===== config.mk =====
export PLATFORM = sky130hd
export DESIGN_NAME = ipv_ctrl
export DESIGN_NICKNAME = d
export VERILOG_FILES = /design/src/inc/ipv_pkg.sv /design/src/hdl/ipv_sync.sv /design/src/hdl/ipv_prio.sv /design/src/hdl/ipv_ctrl.sv
export VERILOG_INCLUDE_DIRS = /design/src /design/src/inc
export SDC_FILE = /design/constraint.sdc
export NUM_CORES = 1
export LEC_CHECK = 0
export BUFFER_PORTS_ARGS = -buffer_cell sky130_fd_sc_hd__buf_2
export CORE_ASPECT_RATIO = 1.2
export CORE_MARGIN = 2
export CORE_UTILIZATION = 49
export DETAILED_ROUTE_END_ITERATION = 10
export MAX_ROUTING_LAYER = met4
export PLACE_DENSITY = 0.73
export SLEW_MARGIN = 20
export SYNTH_ARGS = -nofsm -noshare
export SYNTH_HDL_FRONTEND = slang
export SYNTH_SLANG_ARGS = --single-unit

===== constraint.sdc =====
create_clock -name sys_clk -period 3.35 [get_ports sys_clk]
set_input_delay 0.5025 -clock sys_clk [delete_from_list [all_inputs] [get_ports sys_clk]]
set_output_delay 0.5025 -clock sys_clk [all_outputs]
set_load 0.05 [all_outputs]

===== src/inc/ipv_params.svh =====
// Constants of the interrupt priority vector controller: offsets, fields, resets.
// Assumes a 32-bit register port addressed by byte, one word per register.
// Function
// - Seven levels, seven highest, one lowest
// - Fixed internal sources request at level six/four
// - Four internal sources have programmable level one-six
// - External sources map to levels seven,six,five,three,two,one; the four GP pins to level four
// - Only highest pending enabled level goes to core
// - Acknowledge cycle answered with vector on data
// - Vector is five base bits plus level
// - Mask bit one disables that source
// - Pending register shows masked requests too
// - Never autovector; always supply a vector, the programmed one once base is written
// - Unprogrammed base answers vector 0x0f
// - Lines one, two, three, six have polarity and edge/level select; pen has polarity only; emulator and GP pins have neither
// - Edge requests cleared by writing one; others at source
`ifndef IPV_PARAMS_SVH
`define IPV_PARAMS_SVH

`define IPV_ADDR_W 8
`define IPV_NSRC 22

`define IPV_OFF_BASE 8'h00
`define IPV_OFF_CTRL 8'h04
`define IPV_OFF_MASK 8'h08
`define IPV_OFF_STATUS 8'h0c
`define IPV_OFF_PEND 8'h10
`define IPV_OFF_LVLCFG 8'h14

`define IPV_RST_BASE 5'h00
`define IPV_RST_CTRL 16'h0000
`define IPV_RST_MASK 22'h3fffff
`define IPV_RST_LVLCFG 12'h924
`define IPV_UNINIT_VEC 8'h0f

`define IPV_LINE_ONE_POLARITY 15
`define IPV_POL2 14
`define IPV_POL3 13
`define IPV_POL6 12
`define IPV_ET1 11
`define IPV_ET2 10
`define IPV_ET3 9
`define IPV_ET6 8
`define IPV_POL5 7

`define IPV_SRC_LINE1 0
`define IPV_SRC_LINE2 1
`define IPV_SRC_LINE3 2
`define IPV_SRC_PEN 3
`define IPV_SRC_LINE6 4
`define IPV_SRC_EMU 5
`define IPV_SRC_TIMER1 6
`define IPV_SRC_PWM1 7
`define IPV_SRC_TIMER2 8
`define IPV_SRC_PWM2 9
`define IPV_SRC_SPI1 10
`define IPV_SRC_UART2 11
`define IPV_SRC_GP0 18

`endif


===== src/inc/ipv_pkg.sv =====
// Types shared by the interrupt priority vector controller.
// Assumes the constants header is compiled alongside.
package ipv_pkg;
  typedef logic [2:0] ipv_level_t;
  typedef enum logic [1:0] {
    IPV_IDLE = 2'b01,
    IPV_ANSWER = 2'b10
  } ipv_ack_state_t;
endpackage


===== src/hdl/ipv_sync.sv =====
// Two-stage synchroniser for a group of pin inputs.
// Assumes pins are asynchronous to sys_clk; only stage two is read outside.
`timescale 1ns/1ps
module ipv_sync #(
  parameter int W = 10
) (
  // Clock and reset
  input wire logic sys_clk,
  input wire logic rst,
  // Pins in, synchronised out
  input wire logic [W-1:0] pin_in,
  output logic [W-1:0] pin_sync
);
  logic [W-1:0] meta_reg;
  logic [W-1:0] sync_reg;

  always_ff @(posedge sys_clk or posedge rst) begin
    if (rst) begin
      meta_reg <= '1;
      sync_reg <= '1;
    end else begin
      meta_reg <= pin_in;
      sync_reg <= meta_reg;
    end
  end

  assign pin_sync = sync_reg;
endmodule


===== src/hdl/ipv_prio.sv =====
// Combinational priority resolver: maps each enabled source to its level
// and returns the highest level present, zero when nothing is enabled.
// Assumes enables already have the mask applied.
`timescale 1ns/1ps
`include "ipv_params.svh"
module ipv_prio (
  // Enabled requests
  input wire logic [`IPV_NSRC-1:0] enabled,
  // Programmable levels for the four configurable sources
  input wire logic [11:0] level_cfg,
  // Highest level
  output ipv_pkg::ipv_level_t top_level
);
  // Zero disables a configurable source; seven is pulled down to six
  function automatic ipv_pkg::ipv_level_t cfg_level(input logic [2:0] f);
    cfg_level = (f == 3'h7) ? 3'h6 : f;
  endfunction

  function automatic ipv_pkg::ipv_level_t src_level(input int idx, input logic [11:0] cfg);
    unique case (idx)
      `IPV_SRC_LINE1: src_level = 3'h1;
      `IPV_SRC_LINE2: src_level = 3'h2;
      `IPV_SRC_LINE3: src_level = 3'h3;
      `IPV_SRC_PEN: src_level = 3'h5;
      `IPV_SRC_LINE6: src_level = 3'h6;
      `IPV_SRC_EMU: src_level = 3'h7;
      `IPV_SRC_TIMER1, `IPV_SRC_PWM1: src_level = 3'h6;
      `IPV_SRC_TIMER2: src_level = cfg_level(cfg[2:0]);
      `IPV_SRC_PWM2: src_level = cfg_level(cfg[5:3]);
      `IPV_SRC_SPI1: src_level = cfg_level(cfg[8:6]);
      `IPV_SRC_UART2: src_level = cfg_level(cfg[11:9]);
      default: src_level = 3'h4;
    endcase
  endfunction

  logic [7:0] hits;

  always_comb begin
    hits = 8'h00;
    for (int i = 0; i < `IPV_NSRC; i++) begin
      if (enabled[i]) begin
        hits[src_level(i, level_cfg)] = 1'b1;
      end
    end
    top_level = 3'h0;
    // Ascending scan so the last hit, the highest level, wins
    for (int l = 1; l < 8; l++) begin
      if (hits[l]) begin
        top_level = 3'(l);
      end
    end
  end
endmodule


===== src/hdl/ipv_ctrl.sv =====
// Top of the interrupt priority vector controller: request collection,
// register port, level output to the core and acknowledge vector answer.
// Assumes peripheral requests are levels on sys_clk; pins are asynchronous.
//
// The address map and the plain strobed port are this design's own decisions.
`timescale 1ns/1ps
`include "ipv_params.svh"
module ipv_ctrl (
  // Clock and reset
  input wire logic sys_clk,
  input wire logic rst,
  // Register port
  input wire logic [`IPV_ADDR_W-1:0] reg_addr,
  input wire logic [31:0] reg_wdata,
  input wire logic reg_wr,
  input wire logic reg_rd,
  output logic [31:0] reg_rdata,
  // External request pins
  input wire logic external_request_line_one,
  input wire logic external_request_line_two,
  input wire logic external_request_line_three,
  input wire logic external_request_line_six,
  input wire logic pen_request_pin,
  input wire logic emulator_request_input,
  input wire logic [3:0] gp_request_n,
  // Internal peripheral requests
  input wire logic timer1_req,
  input wire logic pwm1_req,
  input wire logic timer2_req,
  input wire logic pwm2_req,
  input wire logic spi1_req,
  input wire logic uart2_req,
  input wire logic spi2_req,
  input wire logic uart1_req,
  input wire logic watchdog_req,
  input wire logic rtc_req,
  input wire logic rti_req,
  input wire logic keyboard_req,
  // Core side
  output ipv_pkg::ipv_level_t irq_level,
  input wire logic interrupt_acknowledge_cycle,
  input wire logic [2:0] interrupt_acknowledge_cycle_level,
  output logic [7:0] vector_data,
  output logic vector_valid
);
  // Synchronised pins
  logic [9:0] pins_raw;
  logic [9:0] pins;

  assign pins_raw = {gp_request_n, emulator_request_input, external_request_line_six,
                     pen_request_pin, external_request_line_three,
                     external_request_line_two, external_request_line_one};

  ipv_sync #(.W(10)) u_sync (
    .sys_clk(sys_clk),
    .rst(rst),
    .pin_in(pins_raw),
    .pin_sync(pins)
  );

  // Register state
  logic [4:0] vector_base_register_reg;
  logic [4:0] vector_base_register_next;
  logic base_set_reg;
  logic base_set_next;
  logic [15:0] external_request_control_register_reg;
  logic [15:0] external_request_control_register_next;
  logic [`IPV_NSRC-1:0] mask_reg;
  logic [`IPV_NSRC-1:0] mask_next;
  logic [11:0] level_cfg_reg;
  logic [11:0] level_cfg_next;
  logic [31:0] rdata_reg;
  logic [31:0] rdata_next;

  // Edge detection state for lines one, two, three, six
  logic [3:0] asserted_prev_reg;
  logic [3:0] asserted_prev_next;
  logic [3:0] edge_latch_reg;
  logic [3:0] edge_latch_next;

  // Priority and acknowledge state
  ipv_pkg::ipv_level_t level_reg;
  ipv_pkg::ipv_level_t level_next;
  ipv_pkg::ipv_ack_state_t ack_state_reg;
  ipv_pkg::ipv_ack_state_t ack_state_next;
  logic [7:0] vector_reg;
  logic [7:0] vector_next;

  // Request vectors
  logic [3:0] pol;
  logic [3:0] edge_mode;
  logic [3:0] line_pin;
  logic [3:0] asserted;
  logic [3:0] rise;
  logic [3:0] w1c;
  logic pen_asserted;
  logic [`IPV_NSRC-1:0] request_pending_register;
  logic [`IPV_NSRC-1:0] request_status_register;
  ipv_pkg::ipv_level_t top_level;

  logic wr_base;
  logic wr_ctrl;
  logic wr_mask;
  logic wr_status;
  logic wr_lvl;

  // One decoder for every write strobe, so no offset can be mistyped twice
  function automatic logic addr_is(input logic [7:0] a, input logic [7:0] off);
    addr_is = (a == off);
  endfunction

  // Polarity zero asserts low, one asserts high
  function automatic logic pin_active(input logic pin, input logic pol_bit);
    pin_active = ~(pin ^ pol_bit);
  endfunction

  assign wr_base = reg_wr && addr_is(reg_addr, `IPV_OFF_BASE);
  assign wr_ctrl = reg_wr && addr_is(reg_addr, `IPV_OFF_CTRL);
  assign wr_mask = reg_wr && addr_is(reg_addr, `IPV_OFF_MASK);
  assign wr_status = reg_wr && addr_is(reg_addr, `IPV_OFF_STATUS);
  assign wr_lvl = reg_wr && addr_is(reg_addr, `IPV_OFF_LVLCFG);

  // Order within these nibbles: line one, two, three, six
  assign pol = {external_request_control_register_reg[`IPV_POL6],
                external_request_control_register_reg[`IPV_POL3],
                external_request_control_register_reg[`IPV_POL2],
                external_request_control_register_reg[`IPV_LINE_ONE_POLARITY]};
  assign edge_mode = {external_request_control_register_reg[`IPV_ET6],
                      external_request_control_register_reg[`IPV_ET3],
                      external_request_control_register_reg[`IPV_ET2],
                      external_request_control_register_reg[`IPV_ET1]};
  assign line_pin = {pins[4], pins[2], pins[1], pins[0]};

  always_comb begin
    for (int i = 0; i < 4; i++) begin
      asserted[i] = pin_active(line_pin[i], pol[i]);
    end
    pen_asserted = pin_active(pins[3], external_request_control_register_reg[`IPV_POL5]);
  end
  assign rise = asserted & ~asserted_prev_reg & edge_mode;
  assign w1c = wr_status ? {reg_wdata[`IPV_SRC_LINE6], reg_wdata[`IPV_SRC_LINE3],
                            reg_wdata[`IPV_SRC_LINE2], reg_wdata[`IPV_SRC_LINE1]} : 4'h0;

  always_comb begin
    asserted_prev_next = asserted;
    // A new edge in the clearing cycle keeps the latch set
    edge_latch_next = (rise | (edge_latch_reg & ~w1c)) & edge_mode;
  end

  always_ff @(posedge sys_clk or posedge rst) begin
    if (rst) begin
      asserted_prev_reg <= 4'h0;
      edge_latch_reg <= 4'h0;
    end else begin
      asserted_prev_reg <= asserted_prev_next;
      edge_latch_reg <= edge_latch_next;
    end
  end

  // Level requests follow their source; edge requests come from the latch
  always_comb begin
    request_pending_register = '0;
    request_pending_register[`IPV_SRC_LINE1] = edge_mode[0] ? edge_latch_reg[0] : asserted[0];
    request_pending_register[`IPV_SRC_LINE2] = edge_mode[1] ? edge_latch_reg[1] : asserted[1];
    request_pending_register[`IPV_SRC_LINE3] = edge_mode[2] ? edge_latch_reg[2] : asserted[2];
    request_pending_register[`IPV_SRC_PEN] = pen_asserted;
    request_pending_register[`IPV_SRC_LINE6] = edge_mode[3] ? edge_latch_reg[3] : asserted[3];
    request_pending_register[`IPV_SRC_EMU] = pins[5];
    request_pending_register[`IPV_SRC_TIMER1] = timer1_req;
    request_pending_register[`IPV_SRC_PWM1] = pwm1_req;
    request_pending_register[`IPV_SRC_TIMER2] = timer2_req;
    request_pending_register[`IPV_SRC_PWM2] = pwm2_req;
    request_pending_register[`IPV_SRC_SPI1] = spi1_req;
    request_pending_register[`IPV_SRC_UART2] = uart2_req;
    request_pending_register[17:12] = {keyboard_req, rti_req, rtc_req, watchdog_req,
                                       uart1_req, spi2_req};
    request_pending_register[21:`IPV_SRC_GP0] = ~pins[9:6];
  end

  assign request_status_register = request_pending_register & ~mask_reg;

  ipv_prio u_prio (
    .enabled(request_status_register),
    .level_cfg(level_cfg_reg),
    .top_level(top_level)
  );

  // Level to the core is refreshed every cycle, so a lower request that
  // waited behind a serviced one shows as soon as it is the highest
  always_comb begin
    level_next = top_level;
  end

  // Acknowledge answer: vector one cycle after the cycle is seen
  always_comb begin
    ack_state_next = ack_state_reg;
    vector_next = vector_reg;
    unique case (ack_state_reg)
      ipv_pkg::IPV_IDLE: begin
        if (interrupt_acknowledge_cycle) begin
          ack_state_next = ipv_pkg::IPV_ANSWER;
          // Level comes from the core's address lines, not from our own output
          vector_next = base_set_reg ? {vector_base_register_reg, interrupt_acknowledge_cycle_level}
                                     : `IPV_UNINIT_VEC;
        end
      end
      ipv_pkg::IPV_ANSWER: begin
        ack_state_next = interrupt_acknowledge_cycle ? ipv_pkg::IPV_ANSWER : ipv_pkg::IPV_IDLE;
      end
      default: begin
        ack_state_next = ipv_pkg::IPV_IDLE;
      end
    endcase
  end

  always_ff @(posedge sys_clk or posedge rst) begin
    if (rst) begin
      level_reg <= 3'h0;
      ack_state_reg <= ipv_pkg::IPV_IDLE;
      vector_reg <= 8'h00;
    end else begin
      level_reg <= level_next;
      ack_state_reg <= ack_state_next;
      vector_reg <= vector_next;
    end
  end

  // Register writes
  always_comb begin
    vector_base_register_next = vector_base_register_reg;
    base_set_next = base_set_reg;
    external_request_control_register_next = external_request_control_register_reg;
    mask_next = mask_reg;
    level_cfg_next = level_cfg_reg;
    if (wr_base) begin
      vector_base_register_next = reg_wdata[7:3];
      base_set_next = 1'b1;
    end
    if (wr_ctrl) begin
      external_request_control_register_next = reg_wdata[15:0] & 16'hff80;
    end
    if (wr_mask) begin
      mask_next = reg_wdata[`IPV_NSRC-1:0];
    end
    if (wr_lvl) begin
      level_cfg_next = reg_wdata[11:0];
    end
  end

  // Read data stands only in the cycle after the strobe
  always_comb begin
    rdata_next = 32'h0000_0000;
    if (reg_rd) begin
      unique case (reg_addr)
        `IPV_OFF_BASE: rdata_next = {24'h000000, vector_base_register_reg, 3'h0};
        `IPV_OFF_CTRL: rdata_next = {16'h0000, external_request_control_register_reg};
        `IPV_OFF_MASK: rdata_next = {10'h000, mask_reg};
        `IPV_OFF_STATUS: rdata_next = {10'h000, request_status_register};
        `IPV_OFF_PEND: rdata_next = {10'h000, request_pending_register};
        `IPV_OFF_LVLCFG: rdata_next = {20'h00000, level_cfg_reg};
        default: rdata_next = 32'h0000_0000;
      endcase
    end
  end

  always_ff @(posedge sys_clk or posedge rst) begin
    if (rst) begin
      vector_base_register_reg <= `IPV_RST_BASE;
      base_set_reg <= 1'b0;
      external_request_control_register_reg <= `IPV_RST_CTRL;
      mask_reg <= `IPV_RST_MASK;
      level_cfg_reg <= `IPV_RST_LVLCFG;
      rdata_reg <= 32'h0000_0000;
    end else begin
      vector_base_register_reg <= vector_base_register_next;
      base_set_reg <= base_set_next;
      external_request_control_register_reg <= external_request_control_register_next;
      mask_reg <= mask_next;
      level_cfg_reg <= level_cfg_next;
      rdata_reg <= rdata_next;
    end
  end

  // Autovector is never signalled; the core always gets a vector
  assign irq_level = level_reg;
  assign vector_data = vector_reg;
  assign vector_valid = (ack_state_reg == ipv_pkg::IPV_ANSWER);
  assign reg_rdata = rdata_reg;
endmodule


After elaboration in Yosys (flattened, before gate mapping) --
Index checks and enable logic that the tools add are counted.
Storage, ports and cells: word-level logic and storage cells 249, memories kept 0, bits in latches 0, register bits after elaboration 122, bits in read-only memories 0, output and inout bits 44, bits of input ports 70, RAM bits 0
Operators by class: div/mod/pow operators 0, add/subtract/negate cells 0, bitwise gates (word level) 41, shifts and indexed selects 0, equality and inequality tests 12, $mul 0, $lt $le $gt $ge 44, multiplexer cells 110, reduce and logical (&&, ||, !) cells 29
Operators with widths (count):
- 8-bit two-way mux | 23
- 8-bit OR | 21
- 22-bit one-hot mux with 6 select lines | 1
- 3-bit two-way mux | 30
- 3-bit by 4-bit less-than comparator with 1-bit output, second input constant | 22
- 1-bit demux with 3-bit select | 22
- 3-bit by 1-bit greater-or-equal comparator with 1-bit output, second input constant | 22
- 1-bit logical AND | 27
- 1-bit two-way mux | 27
- 22-bit AND | 1
- 22-bit two-way mux | 1
- 22-bit inverter | 1
- 4-bit AND | 4
- 8-bit by 4-bit equality test with 1-bit output, second input constant | 2
- 8-bit by 5-bit equality test with 1-bit output, second input constant | 2
- 3-bit equality test, second input constant | 4
- 4-bit inverter | 3
- 8-bit by 3-bit equality test with 1-bit output, second input constant | 1
- 8-bit zero test | 1
- 2-bit two-way mux | 4
- 1-bit inverter | 5
- 1-bit XOR | 5
- 4-bit two-way mux | 1
- 4-bit OR | 1
- other kinds (5) | 5

Logic depth before layout (Yosys ltp) --
Gate-level depths: netlist of run 1.
word-level depth 59, mapped depth 7, mapped depth without buffers 6

Modules after synthesis --
Synthesis of run 1 repeated with hierarchy kept, for this count alone.
Unflattened totals: cells, all modules 467, area total of the unflattened synthesis 5377.7 um2
Modules (own cells, without submodules):
- ipv_ctrl | times used 1, cells each 393, area an instance 4485.6 um2, sequential area each 2336.0 um2
- ipv_sync | times used 1, cells each 21, area an instance 529.3 um2, sequential area each 525.5 um2
- ipv_prio | times used 1, cells each 53, area an instance 362.8 um2, sequential area each 0.0 um2

Worst setup path before layout of run 1 --
No wires, ideal clock.
kind input port to flip-flop, start in reg_addr[1], end reg vector_base_register_reg[0], cell stages on the path 5, data required time 3.225 ns, setup time 0.125 ns, arrival time 2.012 ns, path slack 1.214 ns, buffers on the path 0, path through or4_4 > or3_4 > nor3_4 > nand2_2 > mux2_2
Between the ends: word-level cells in the longest chain between the ends 2
Ends and longest elaborated chain:
- from (decl) | line ipv_ctrl.sv:13 | input wire logic [`IPV_ADDR_W-1:0] reg_addr,
- 8-bit zero test | line ipv_ctrl.sv:109 | addr_is = (a == off);
- 1-bit logical AND | line ipv_ctrl.sv:117 | assign wr_base = reg_wr && addr_is(reg_addr, `IPV_OFF_BASE);
- to (signal assigned) | line ipv_ctrl.sv:268 | vector_base_register_reg <= `IPV_RST_BASE;
- to (signal assigned) | line ipv_ctrl.sv:275 | vector_base_register_reg <= vector_base_register_next;
- to (decl) | line ipv_ctrl.sv:62 | logic [4:0] vector_base_register_reg;
No other way between the ends. A chain may end at the register's enable or synchronous reset.

Worst setup path in the final report of run 1 --
start reg mask_reg[13], end reg level_reg[2], in the netlist irq_level[2]
Between the ends: word-level cells in the longest chain between the ends 23
Ends and longest elaborated chain:
- from (decl) | line ipv_ctrl.sv:68 | logic [`IPV_NSRC-1:0] mask_reg;
- from (signal assigned) | line ipv_ctrl.sv:271 | mask_reg <= `IPV_RST_MASK;
- from (signal assigned) | line ipv_ctrl.sv:278 | mask_reg <= mask_next;
- 22-bit inverter (*) | line ipv_ctrl.sv:180 | assign request_status_register = request_pending_register & ~mask_reg;
- 22-bit AND (*) | line ipv_ctrl.sv:180
- 8-bit two-way mux (*) | line ipv_prio.sv:41 | if (enabled[i]) begin
- 8-bit OR (no source line)
- 8-bit two-way mux (*) | line ipv_prio.sv:41
- 8-bit OR (no source line)
- 8-bit two-way mux (*) | line ipv_prio.sv:41
- 8-bit OR (no source line)
- [6 not listed]
- 8-bit two-way mux (*) | line ipv_prio.sv:41
- 8-bit OR (no source line)
- 8-bit two-way mux (*) | line ipv_prio.sv:41
- 8-bit OR (no source line)
- 8-bit two-way mux (*) | line ipv_prio.sv:41
- 3-bit two-way mux (3 in series) | line ipv_prio.sv:48 | if (hits[l]) begin
- 3-bit two-way mux (*) | line ipv_prio.sv:48
- named net level_next[2] | line ipv_ctrl.sv:83 | ipv_pkg::ipv_level_t level_next;
- to (signal assigned) | line ipv_ctrl.sv:222 | level_reg <= level_next;
- to (decl) | line ipv_ctrl.sv:82 | ipv_pkg::ipv_level_t level_reg;
Mark *: on every way through the listed nets, which the timed path passes. The rest lies on a longest branch.

==> results.rst, run 1 <==
.. list-table::
   :header-rows: 1

   * - Metric
     - Value
   * - Width of the chip
     - 96.23 um
   * - # diodes
     - 0
   * - Core outline area
     - ~0.01 mm2
   * - Height of the chip
     - 114.7 um
   * - Post-synth EDFFs
     - 0
   * - Number of H-tree levels
     - 3
   * - Setup skew after layout
     - 3.547 ps
   * - Post-CTS setup repair buffer count
     - 0
   * - Overflow after GRT
     - 0
   * - Post-Syn Area
     - 0.005001 mm2
   * - Share of the clock period used by the worst path
     - around two thirds
   * - Number of unique standard cell types used by synthesis
     - 56
   * - Destination of the worst hold path
     - u_sync.meta_reg[0]
   * - Layout net count
     - 599
   * - Endpoint arrival time on the critical path
     - 2490 ps
   * - Row Count
     - 40
   * - Post-CTS Hold Buffers
     - 0
   * - Post-Layout Cell Count
     - 658
   * - DRT iter0 DRCs
     - 293
   * - Number of synthesized register bits
     - 112
   * - Fraction of final layout cells sized beyond drive strength 1
     - 42.11%
   * - Asr flop ratio synth
     - 100.0%
   * - RSZ-0062 raised after global routing
     - no
   * - Largest buffer count on any clock path
     - 2
   * - Launch point of the critical path
     - mask_reg[13]
   * - Max-capacitance violation count
     - 0
   * - R2R Path End
     - irq_level[2]
   * - Slew Limit Fails
     - 0
   * - Hold depth
     - 1
   * - Starting density of the core
     - 50.21%
   * - Hold Path Class
     - input pin to flop
   * - RR Startpoint
     - mask_reg[13]
   * - Peak supply drop
     - about 0.28 mV
   * - Endpoint class of the critical path
     - flop
   * - Area growth from synthesis to layout
     - 17.64%
   * - Post-detailed-route DRC marker count
     - 0
   * - Number of detailed-route iterations in the first pass
     - 7
   * - Total die area
     - 0.01103 mm2
   * - Number of synthesis warnings
     - 0
   * - Ratio of routed vias to standard cells
     - 5.652
   * - Number of gates resized after CTS
     - 0
   * - Fill cell instance count of the final layout
     - 862
   * - Worst R2R Setup Slack
     - roughly 1100 ps
   * - Weighted congestion at the end of routability-driven global placement
     - roughly 0.9
   * - Sequential area share after synthesis
     - 57.22%
   * - Commonest cells after routing, fill and taps aside
     - 93 x sky130_fd_sc_hd__buf_2, 65 x sky130_fd_sc_hd__dfrtp_1, 48 x sky130_fd_sc_hd__mux2_2
   * - Number of cells produced by synthesis
     - 429
   * - Outcome
     - finished, final reports clean
   * - Wirelength per Cell
     - 18.05 um
   * - Avg Cell Area, Syn
     - about 12 um2
   * - Vias in the first global route
     - 3752
   * - Global-route wire length before repair
     - 18.78 mm
   * - Most used flip-flop cell after synthesis
     - sky130_fd_sc_hd__dfrtp_1
   * - # setup viols final
     - 0
   * - Clock latency of the later-clocked register in the worst-skew pair
     - approximately 350 ps
   * - Antenna Violating Nets Remaining
     - 0
   * - Biggest fanout along the worst timing path
     - 4
   * - Total CTS buffers
     - 9
   * - Total vias in the final route
     - 3719
   * - Synth top area share
     - 32.52%
   * - Antenna violations before repair
     - 0
   * - Most common cell after layout, fill and taps aside
     - sky130_fd_sc_hd__buf_2
   * - Startpoint of the tightest hold check path
     - external_request_line_one
   * - Cell area after layout
     - 0.005883 mm2
   * - Required @ worst endpoint
     - 3580 ps
   * - Relative slew slack
     - 50.95%
   * - Port buffer count
     - 93
   * - Sinks on the clock net
     - 112
   * - Static Leak
     - 2.720 nW
   * - Path depth of the worst reg2reg path
     - 7
   * - Design Power
     - around 2.8 mW
   * - Sort of element at the start of the critical path
     - flop
   * - Largest cells by area after synthesis
     - sky130_fd_sc_hd__dfrtp_1 33%, sky130_fd_sc_hd__dfstp_2 25%, sky130_fd_sc_hd__mux2_2 11%
   * - Slew at the pin with the worst max-slew slack
     - 733.7 ps
   * - Overall routed net length
     - 11.88 mm
   * - Kind of critical path
     - flop to flop
   * - Clock slew at the register clock pins of the worst setup and hold paths
     - 70 ps
   * - Final-report hold violation count
     - 0
   * - Placed instance area
     - 0.005599 mm2
   * - CTS tree
     - built
   * - Clock period minus worst slack
     - ~2300 ps
   * - Largest area contributor in the netlist
     - sky130_fd_sc_hd__dfrtp_1
   * - Num ports
     - 114
   * - Placed insts
     - approximately 640
   * - Final setup TNS
     - 0 ps
   * - GRT Resource Usage Total
     - 23.67%
   * - Clock Tree Root
     - sky130_fd_sc_hd__clkbuf_16
   * - Power per cell area
     - 483.3 mW/mm2
   * - HPWL Detailed
     - 8.411 mm
   * - Fmax achieved
     - 0.4416 GHz
   * - Largest net degree at the start of global routing
     - 113
area by class of cell:
type | instances | area, um2 | share of cell area, %
repair buffers | 102 | 545.5 | 9.273
well taps | 126 | 157.7 | 2.680
inverters | 29 | 112.6 | 1.914
multi-input cells | 273 | 1922 | 32.67
clock inverters | 5 | 30.03 | 0.5104
flip-flops and latches | 112 | 2861 | 48.64
clock buffers | 11 | 254.0 | 4.317
layer usage:
layer / vias up / share of wire, % / global-route usage, %
li1: 1712 / - / -
met1: 1856 / 41 / 28.13
met2: 129 / 51 / 38.19
met3: 22 / 5.3 / 4.477
met4: 0 / 3.0 / 11.81
met5: - / 0 / -
metrics by stage:
stage                     setup WS, ps  hold slack, ps  utilization [%]
final                             1085           249.0            59.07
after global routing             877.4           232.5            59.07
after CTS                         1065           234.5            59.07
after detailed placement         765.2           347.3            56.22
after global placement           820.1           345.5            56.22
after floorplan                   1214           345.2                -
cells in the mapped netlist, drive strengths merged (2+ instances only):
cell     number
a2111oi       2
a21boi        5
a21oi        15
a222oi       14
a22oi         9
a31oi         5
and2          2
buf          16
clkbuf        8
dfrtp        65
dfstp        47
ha            2
inv          29
mux2         48
nand2        28
nand2b        4
nand3         9
nand3b        4
nor2         34
nor2b         5
nor3          8
nor3b         3
o21a          4
o21ai        26
o22ai         5
o311ai        2
o32ai         2
or4           2
or4bb         2
xor2          5
critical path, cell delays in order (launching register included):
cell and delay (ps):
sky130_fd_sc_hd__dfstp_2 550, sky130_fd_sc_hd__nor2b_1 50, sky130_fd_sc_hd__a2111oi_0 500, sky130_fd_sc_hd__buf_4 210, sky130_fd_sc_hd__o311ai_0 120, sky130_fd_sc_hd__nor4_1 330, sky130_fd_sc_hd__nand2b_1 120, sky130_fd_sc_hd__or2_2 290
logic make-up after synthesis:
family / count (synthesis) / share of synthesized area [%]
AOI/OAI and AO/OA: 97 / 13.31
xor gates and xnor gates: 5 / 0.8756
adders and majority gates: 2 / 0.5003
buffers and inverters: 53 / 5.029
DFF: 112 / 57.22
muxes: 49 / 11.01
other: 1 / 0.07498
and+or+nand+nor: 110 / 11.98
report_power, final:
part / switching, mW / internal (mW) / total (mW)
Clock: 0.466 / 0.546 / 1.01
Combinational: 0.220 / 0.113 / 0.333
Sequential: 0.0541 / 1.45 / 1.50
worst max path at each step:
stage,end,cells after the start
after floorplan,vector_base_register_reg[0],5
after global placement,reg_rdata[1],7
after detailed placement,reg_rdata[1],7
after CTS,irq_level[2],7
after global routing,irq_level[2],7
final,irq_level[2],7
Note: power is estimated with default switching activity, not from simulation.
==> run 2: changes to the inputs <==
Clock period 3.35 ns to 1.9 ns, I/O delays scaled along.
==> results.rst, run 2 (same netlist as run 1, synthesis figures left out) <==
.. list-table::
   :header-rows: 1

   * - Metric
     - Value
   * - Share of the clock period used by the worst path
     - 102.2%
   * - Layout net count
     - around 650
   * - Max stage delay cell, worst path
     - sky130_fd_sc_hd__or4_4
   * - Largest net degree at the start of global routing
     - ~110
   * - Critical path cell sequence
     - xor2_2 -> o32ai_1 -> or4_4 -> nand2b_4 -> buf_6 -> o21bai_1
   * - Weighted congestion at the end of routability-driven global placement
     - 0.9392
   * - Post-detailed-route DRC marker count
     - 0
   * - Total CTS buffers
     - 9
   * - Area used by sequential logic in the layout
     - 0.002861 mm2
   * - Clock slew at the register clock pins of the worst setup and hold paths
     - 70 ps
   * - Clock period minus worst slack
     - 1942 ps
   * - Number of H-tree levels
     - 3
   * - CP top delay family
     - simple AND/OR/NAND/NOR gates
   * - HPWL Detailed
     - 9.108 mm
   * - GRT Resource Usage Total
     - 25.25%
   * - # diodes
     - 0
   * - Required @ worst endpoint
     - about 2200 ps
   * - Biggest fanout along the worst timing path
     - 3
   * - Slew Limit Fails
     - 0
   * - Relative slew slack
     - 62.77%
   * - Number of detailed-route iterations in the first pass
     - 5
   * - Vias in the first global route
     - 4006
   * - Antenna violations before repair
     - 0
   * - Area growth from synthesis to layout
     - 27.45%
   * - Fmax achieved
     - roughly 0.52 GHz
   * - Largest buffer count on any clock path
     - 2
   * - Slew at the pin with the worst max-slew slack
     - 552.6 ps
   * - Sort of element at the start of the critical path
     - flop
   * - Power per cell area
     - approximately 820 mW/mm2
   * - Design Power
     - approximately 5.2 mW
   * - Endpoint arrival time on the critical path
     - 2210 ps
   * - RSZ-0062 raised after global routing
     - yes
   * - Port buffer count
     - 93
   * - Overall routed net length
     - 12.80 mm
   * - Most common cell after layout, fill and taps aside
     - sky130_fd_sc_hd__buf_2
   * - Hold Path Class
     - input pin to flop
   * - Outcome
     - finished with violations
   * - Peak supply drop
     - between 0.5 and 0.6 mV
   * - Antenna Violating Nets Remaining
     - 0
   * - Kind of critical path
     - flop to flop
   * - Total vias in the final route
     - between 3000 and 4000
   * - Commonest cells after routing, fill and taps aside
     - 93 x sky130_fd_sc_hd__buf_2, 65 x sky130_fd_sc_hd__dfrtp_1, 55 x sky130_fd_sc_hd__buf_4
   * - Overflow after GRT
     - 0
   * - Post-Layout Cell Count
     - 706
   * - CTS tree
     - built
   * - Post-CTS Hold Buffers
     - 0
   * - Height of the chip
     - 114.7 um
   * - Wirelength per Cell
     - about 18 um
   * - Row Count
     - 40
   * - Fraction of final layout cells sized beyond drive strength 1
     - 48.79%
   * - Static Leak
     - approximately 3 nW
   * - DRT iter0 DRCs
     - approximately 290
   * - Starting density of the core
     - 50.21%
   * - Violations in the final reports
     - negative setup slack
   * - Endpoint class of the critical path
     - flop
   * - Bufs and invs on worst path
     - 1
   * - Placed insts
     - 688
   * - Num ports
     - 114
   * - Total die area
     - 0.01103 mm2
   * - Width of the chip
     - 96.23 um
   * - Sinks on the clock net
     - 112
   * - Final setup TNS
     - -77.06 ps
   * - Ratio of routed vias to standard cells
     - 5.513
   * - Setup skew after layout
     - between 6 and 7 ps
   * - Clock latency of the later-clocked register in the worst-skew pair
     - 350 ps
   * - Final-report hold violation count
     - 0
   * - Final Worst Setup Slack
     - -41.56 ps
   * - Area taken by multi-input logic gates
     - about 0.002 mm2
   * - Max-capacitance violation count
     - 0
   * - Fill cell instance count of the final layout
     - 772
   * - Core outline area
     - 0.009960 mm2
   * - Clock Tree Root
     - sky130_fd_sc_hd__clkbuf_16
   * - # setup viols final
     - 2
   * - Largest stage delay, worst path
     - 560 ps
   * - Pre-CTS setup slack
     - -468.5 ps
   * - Global-route wire length before repair
     - between 20 and 25 mm
==> run 2: changes by cell type in the layout (fill, tap and decap cells not counted), moves of 2 or more <==
| cell | delta |
|---|---|
| sky130_fd_sc_hd__buf_4 | +47 |
| sky130_fd_sc_hd__clkinv_2 | -3 |
| sky130_fd_sc_hd__a2111oi_0 | -2 |
| sky130_fd_sc_hd__clkinvlp_4 | +2 |
| sky130_fd_sc_hd__nor2b_1 | -2 |
| sky130_fd_sc_hd__nor2b_4 | +2 |
| sky130_fd_sc_hd__o311ai_0 | -2 |
==> run 2: final cells by class <==
| cell class | count | area share, % |
|---|---|---|
| clock inverter | 7 | 1.256 |
| inverter | 29 | 1.767 |
| timing repair buffer | 150 | 14.27 |
| sequential | 112 | 44.90 |
| multi-input combinational | 273 | 31.80 |
| tap | 126 | 2.473 |
| clock buffer | 9 | 3.534 |
==> run 2: routing by layer <==
| layer | global-route usage [%] | vias up | routed length, um |
|---|---|---|---|
| met4 | 9.429 | 0 | 371 |
| met5 | - | - | 0 |
| met1 | 30.55 | 1901 | 5179 |
| met3 | 5.201 | 25 | 751 |
| met2 | 41.39 | 156 | 6498 |
| li1 | - | 1810 | - |
==> run 2: where the power goes <==
| group | leakage [nW] | internal (mW) | total [mW] | switching [mW] |
|---|---|---|---|---|
| combinational | 1.51 | 0.257 | 0.683 | 0.426 |
| sequential | 1.35 | 2.55 | 2.63 | 0.0837 |
| clock | 0.136 | 1.04 | 1.92 | 0.881 |
==> run 2: final timing paths <==
kind	cells after the start	slack, ps	from	end
worst max register to register	6	-40	u_sync.pin_sync[3]	irq_level[1]
min in group asynchronous	3	110	rst	ack_state_reg[1]
worst min-delay path	1	30	gp_request_n[3]	u_sync.meta_reg[9]
worst max-delay path	6	-40	u_sync.pin_sync[3]	irq_level[1]
worst min register to register	0	360	u_sync.meta_reg[7]	u_sync.pin_sync[7]
max in group asynchronous	3	1380	rst	mask_reg[10]
==> run 2: through the flow <==
step / util, % / area (um2) / hold WS, ps
2_1_floorplan: - / 5051 / 289.5
3_3_place_gp: 59.81 / 5957 / 345.4
3_5_place_dp: 59.81 / 5957 / 347.6
4_1_cts: 63.57 / 6331 / 17.04
5_1_grt: 64.00 / 6374 / 6.947
6_report: 64.00 / 6374 / 26.19
==> run 2: repair_timing <==
item,4_1_cts,5_1_grt
resized for setup,13,8
pin swaps,4,4
endpoints found under the hold margin,0,0
endpoints found under the setup margin,3,3
setup buffers,1,1
==> run 3: changes to the inputs <==
Settings changed: SKIP_CTS_REPAIR_TIMING from default to 1.
==> results.rst, run 3 (same netlist as run 1, synthesis figures left out) <==
.. list-table::
   :header-rows: 1

   * - Metric
     - Value
   * - RR Startpoint
     - mask_reg[14]
   * - Hold depth
     - 1
   * - Clock period minus worst slack
     - 2010 ps
   * - Height of the chip
     - roughly 110 um
   * - Final-report hold violation count
     - 0
   * - Largest buffer count on any clock path
     - 2
   * - Placed instance area
     - a little under 0.006 mm2
   * - Overflow after GRT
     - 0
   * - Antenna Violating Nets Remaining
     - 0
   * - Required @ worst endpoint
     - approximately 2100 ps
   * - Final Worst Setup Slack
     - -110.3 ps
   * - Post-detailed-route DRC marker count
     - 0
   * - Share of the clock period used by the worst path
     - 105.8%
   * - Total vias in the final route
     - 3871
   * - Endpoint arrival time on the critical path
     - 2240 ps
   * - Number of H-tree levels
     - 3
   * - Total CTS buffers
     - 9
   * - Static Leak
     - slightly below 3 nW
   * - Starting density of the core
     - 50.21%
   * - Ratio of routed vias to standard cells
     - 5.483
   * - Weighted congestion at the end of routability-driven global placement
     - 0.9392
   * - Power per cell area
     - 822.2 mW/mm2
   * - Max-capacitance violation count
     - 0
   * - Commonest cells after routing, fill and taps aside
     - 93 x sky130_fd_sc_hd__buf_2, 65 x sky130_fd_sc_hd__dfrtp_1, 56 x sky130_fd_sc_hd__buf_4
   * - Launch point of the critical path
     - mask_reg[14]
   * - Violations in the final reports
     - negative setup slack
   * - Endpoint class of the critical path
     - flop
   * - Fin util
     - 63.66%
   * - Worst R2R Setup Slack
     - -110 ps
   * - Core outline area
     - ~0.01 mm2
   * - Slew at the pin with the worst max-slew slack
     - roughly 560 ps
   * - Num ports
     - 114
   * - Pre-CTS setup slack
     - -468.5 ps
   * - Width of the chip
     - 96.23 um
   * - Most common cell after layout, fill and taps aside
     - sky130_fd_sc_hd__buf_2
   * - Relative slew slack
     - 62.58%
   * - Global-route wire length before repair
     - 19.93 mm
   * - Overall routed net length
     - 12.68 mm
   * - Largest net degree at the start of global routing
     - 113
   * - Total die area
     - about 0.011 mm2
   * - Area growth from synthesis to layout
     - 26.77%
   * - Fill cell instance count of the final layout
     - 780
   * - Row Count
     - 40
   * - Clock latency of the later-clocked register in the worst-skew pair
     - 350 ps
   * - HPWL Detailed
     - 9.108 mm
   * - Hold Path Class
     - input pin to flop
   * - Clock slew at the register clock pins of the worst setup and hold paths
     - 70 ps
   * - Clock Tree Root
     - sky130_fd_sc_hd__clkbuf_16
   * - Vias in the first global route
     - 4010
   * - Sinks on the clock net
     - 112
   * - Outcome
     - finished with violations
   * - Wirelength per Cell
     - approximately 18 um
   * - # diodes
     - 0
   * - Peak supply drop
     - 0.5939 mV
   * - Slew Limit Fails
     - 0
   * - Port buffer count
     - slightly above 90
   * - Sort of element at the start of the critical path
     - flop
   * - Number of detailed-route iterations in the first pass
     - 5
   * - CTS tree
     - built
   * - DRT iter0 DRCs
     - 310
   * - Layout net count
     - 647
   * - Final setup TNS
     - -290.2 ps
   * - Setup skew after layout
     - 5.913 ps
   * - R2R Path End
     - irq_level[2]
   * - Path depth of the worst reg2reg path
     - 7
   * - Fmax achieved
     - 0.4974 GHz
   * - # setup viols final
     - 3
   * - GRT Resource Usage Total
     - between 20% and 30%
   * - Kind of critical path
     - flop to flop
   * - Biggest fanout along the worst timing path
     - 2
   * - Cell area after layout
     - 0.006340 mm2
   * - RSZ-0062 raised after global routing
     - yes
   * - Antenna violations before repair
     - 0
   * - Crit path to
     - irq_level[2]
   * - Fraction of final layout cells sized beyond drive strength 1
     - between 40% and 50%
[run 3: where the power goes]
group,internal [mW],switching (mW),leakage [nW]
clock network,1.04,0.876,0.136
registers,2.55,0.0831,1.35
logic,0.249,0.422,1.49
total,3.83,1.38,2.98
[run 3: worst min-delay path by stage]
| stage | from | slack, ps | endpoint |
|---|---|---|---|
| after global placement | u_sync.meta_reg[2] | 350 | u_sync.pin_sync[2] |
| after floorplan | external_request_line_one | 290 | u_sync.meta_reg[0] |
| after detailed placement | u_sync.meta_reg[8] | 350 | u_sync.pin_sync[8] |
| after global routing | external_request_line_one | 7 | u_sync.meta_reg[0] |
| after CTS | external_request_line_one | 20 | u_sync.meta_reg[0] |
| final | gp_request_n[3] | 30 | u_sync.meta_reg[9] |
[run 3: layout make-up]
type                            count  area [um2]  share of cell area (%)
Multi-Input combinational cell    273        1997                   31.50
Tap cell                          126       157.7                   2.487
Sequential cell                   112        2861                   45.14
Clock buffer                        9       225.2                   3.552
Inverter                           29       112.6                   1.776
Clock inverter                      7       80.08                   1.263
Timing Repair Buffer              150       905.9                   14.29
[run 3: per-layer routing]
metal | up-vias | routed length, um | global-route usage [%]
li1 | 1808 | - | -
met1 | 1882 | 5115 | 30.34
met2 | 156 | 6394 | 40.88
met3 | 25 | 770 | 5.267
met4 | 0 | 396 | 9.619
met5 | - | 0 | -
[run 3: stage by stage]
step	hold slack (ps)	total power [mW]	std cells
5_1_grt	6.947	5.471	706
3_5_place_dp	347.6	3.331	688
4_1_cts	17.04	5.253	704
2_1_floorplan	289.5	3.087	438
6_report	28.53	5.213	706
3_3_place_gp	345.4	3.307	688
[run 3: worst max-delay path: stages, from the launching register on]
cell and delay [ps]:
sky130_fd_sc_hd__dfstp_2 560, sky130_fd_sc_hd__nor2b_4 50, sky130_fd_sc_hd__a2111oi_4 320, sky130_fd_sc_hd__buf_4 180, sky130_fd_sc_hd__o311ai_4 100, sky130_fd_sc_hd__nor4_4 320, sky130_fd_sc_hd__nand2b_1 120, sky130_fd_sc_hd__or2_4 250
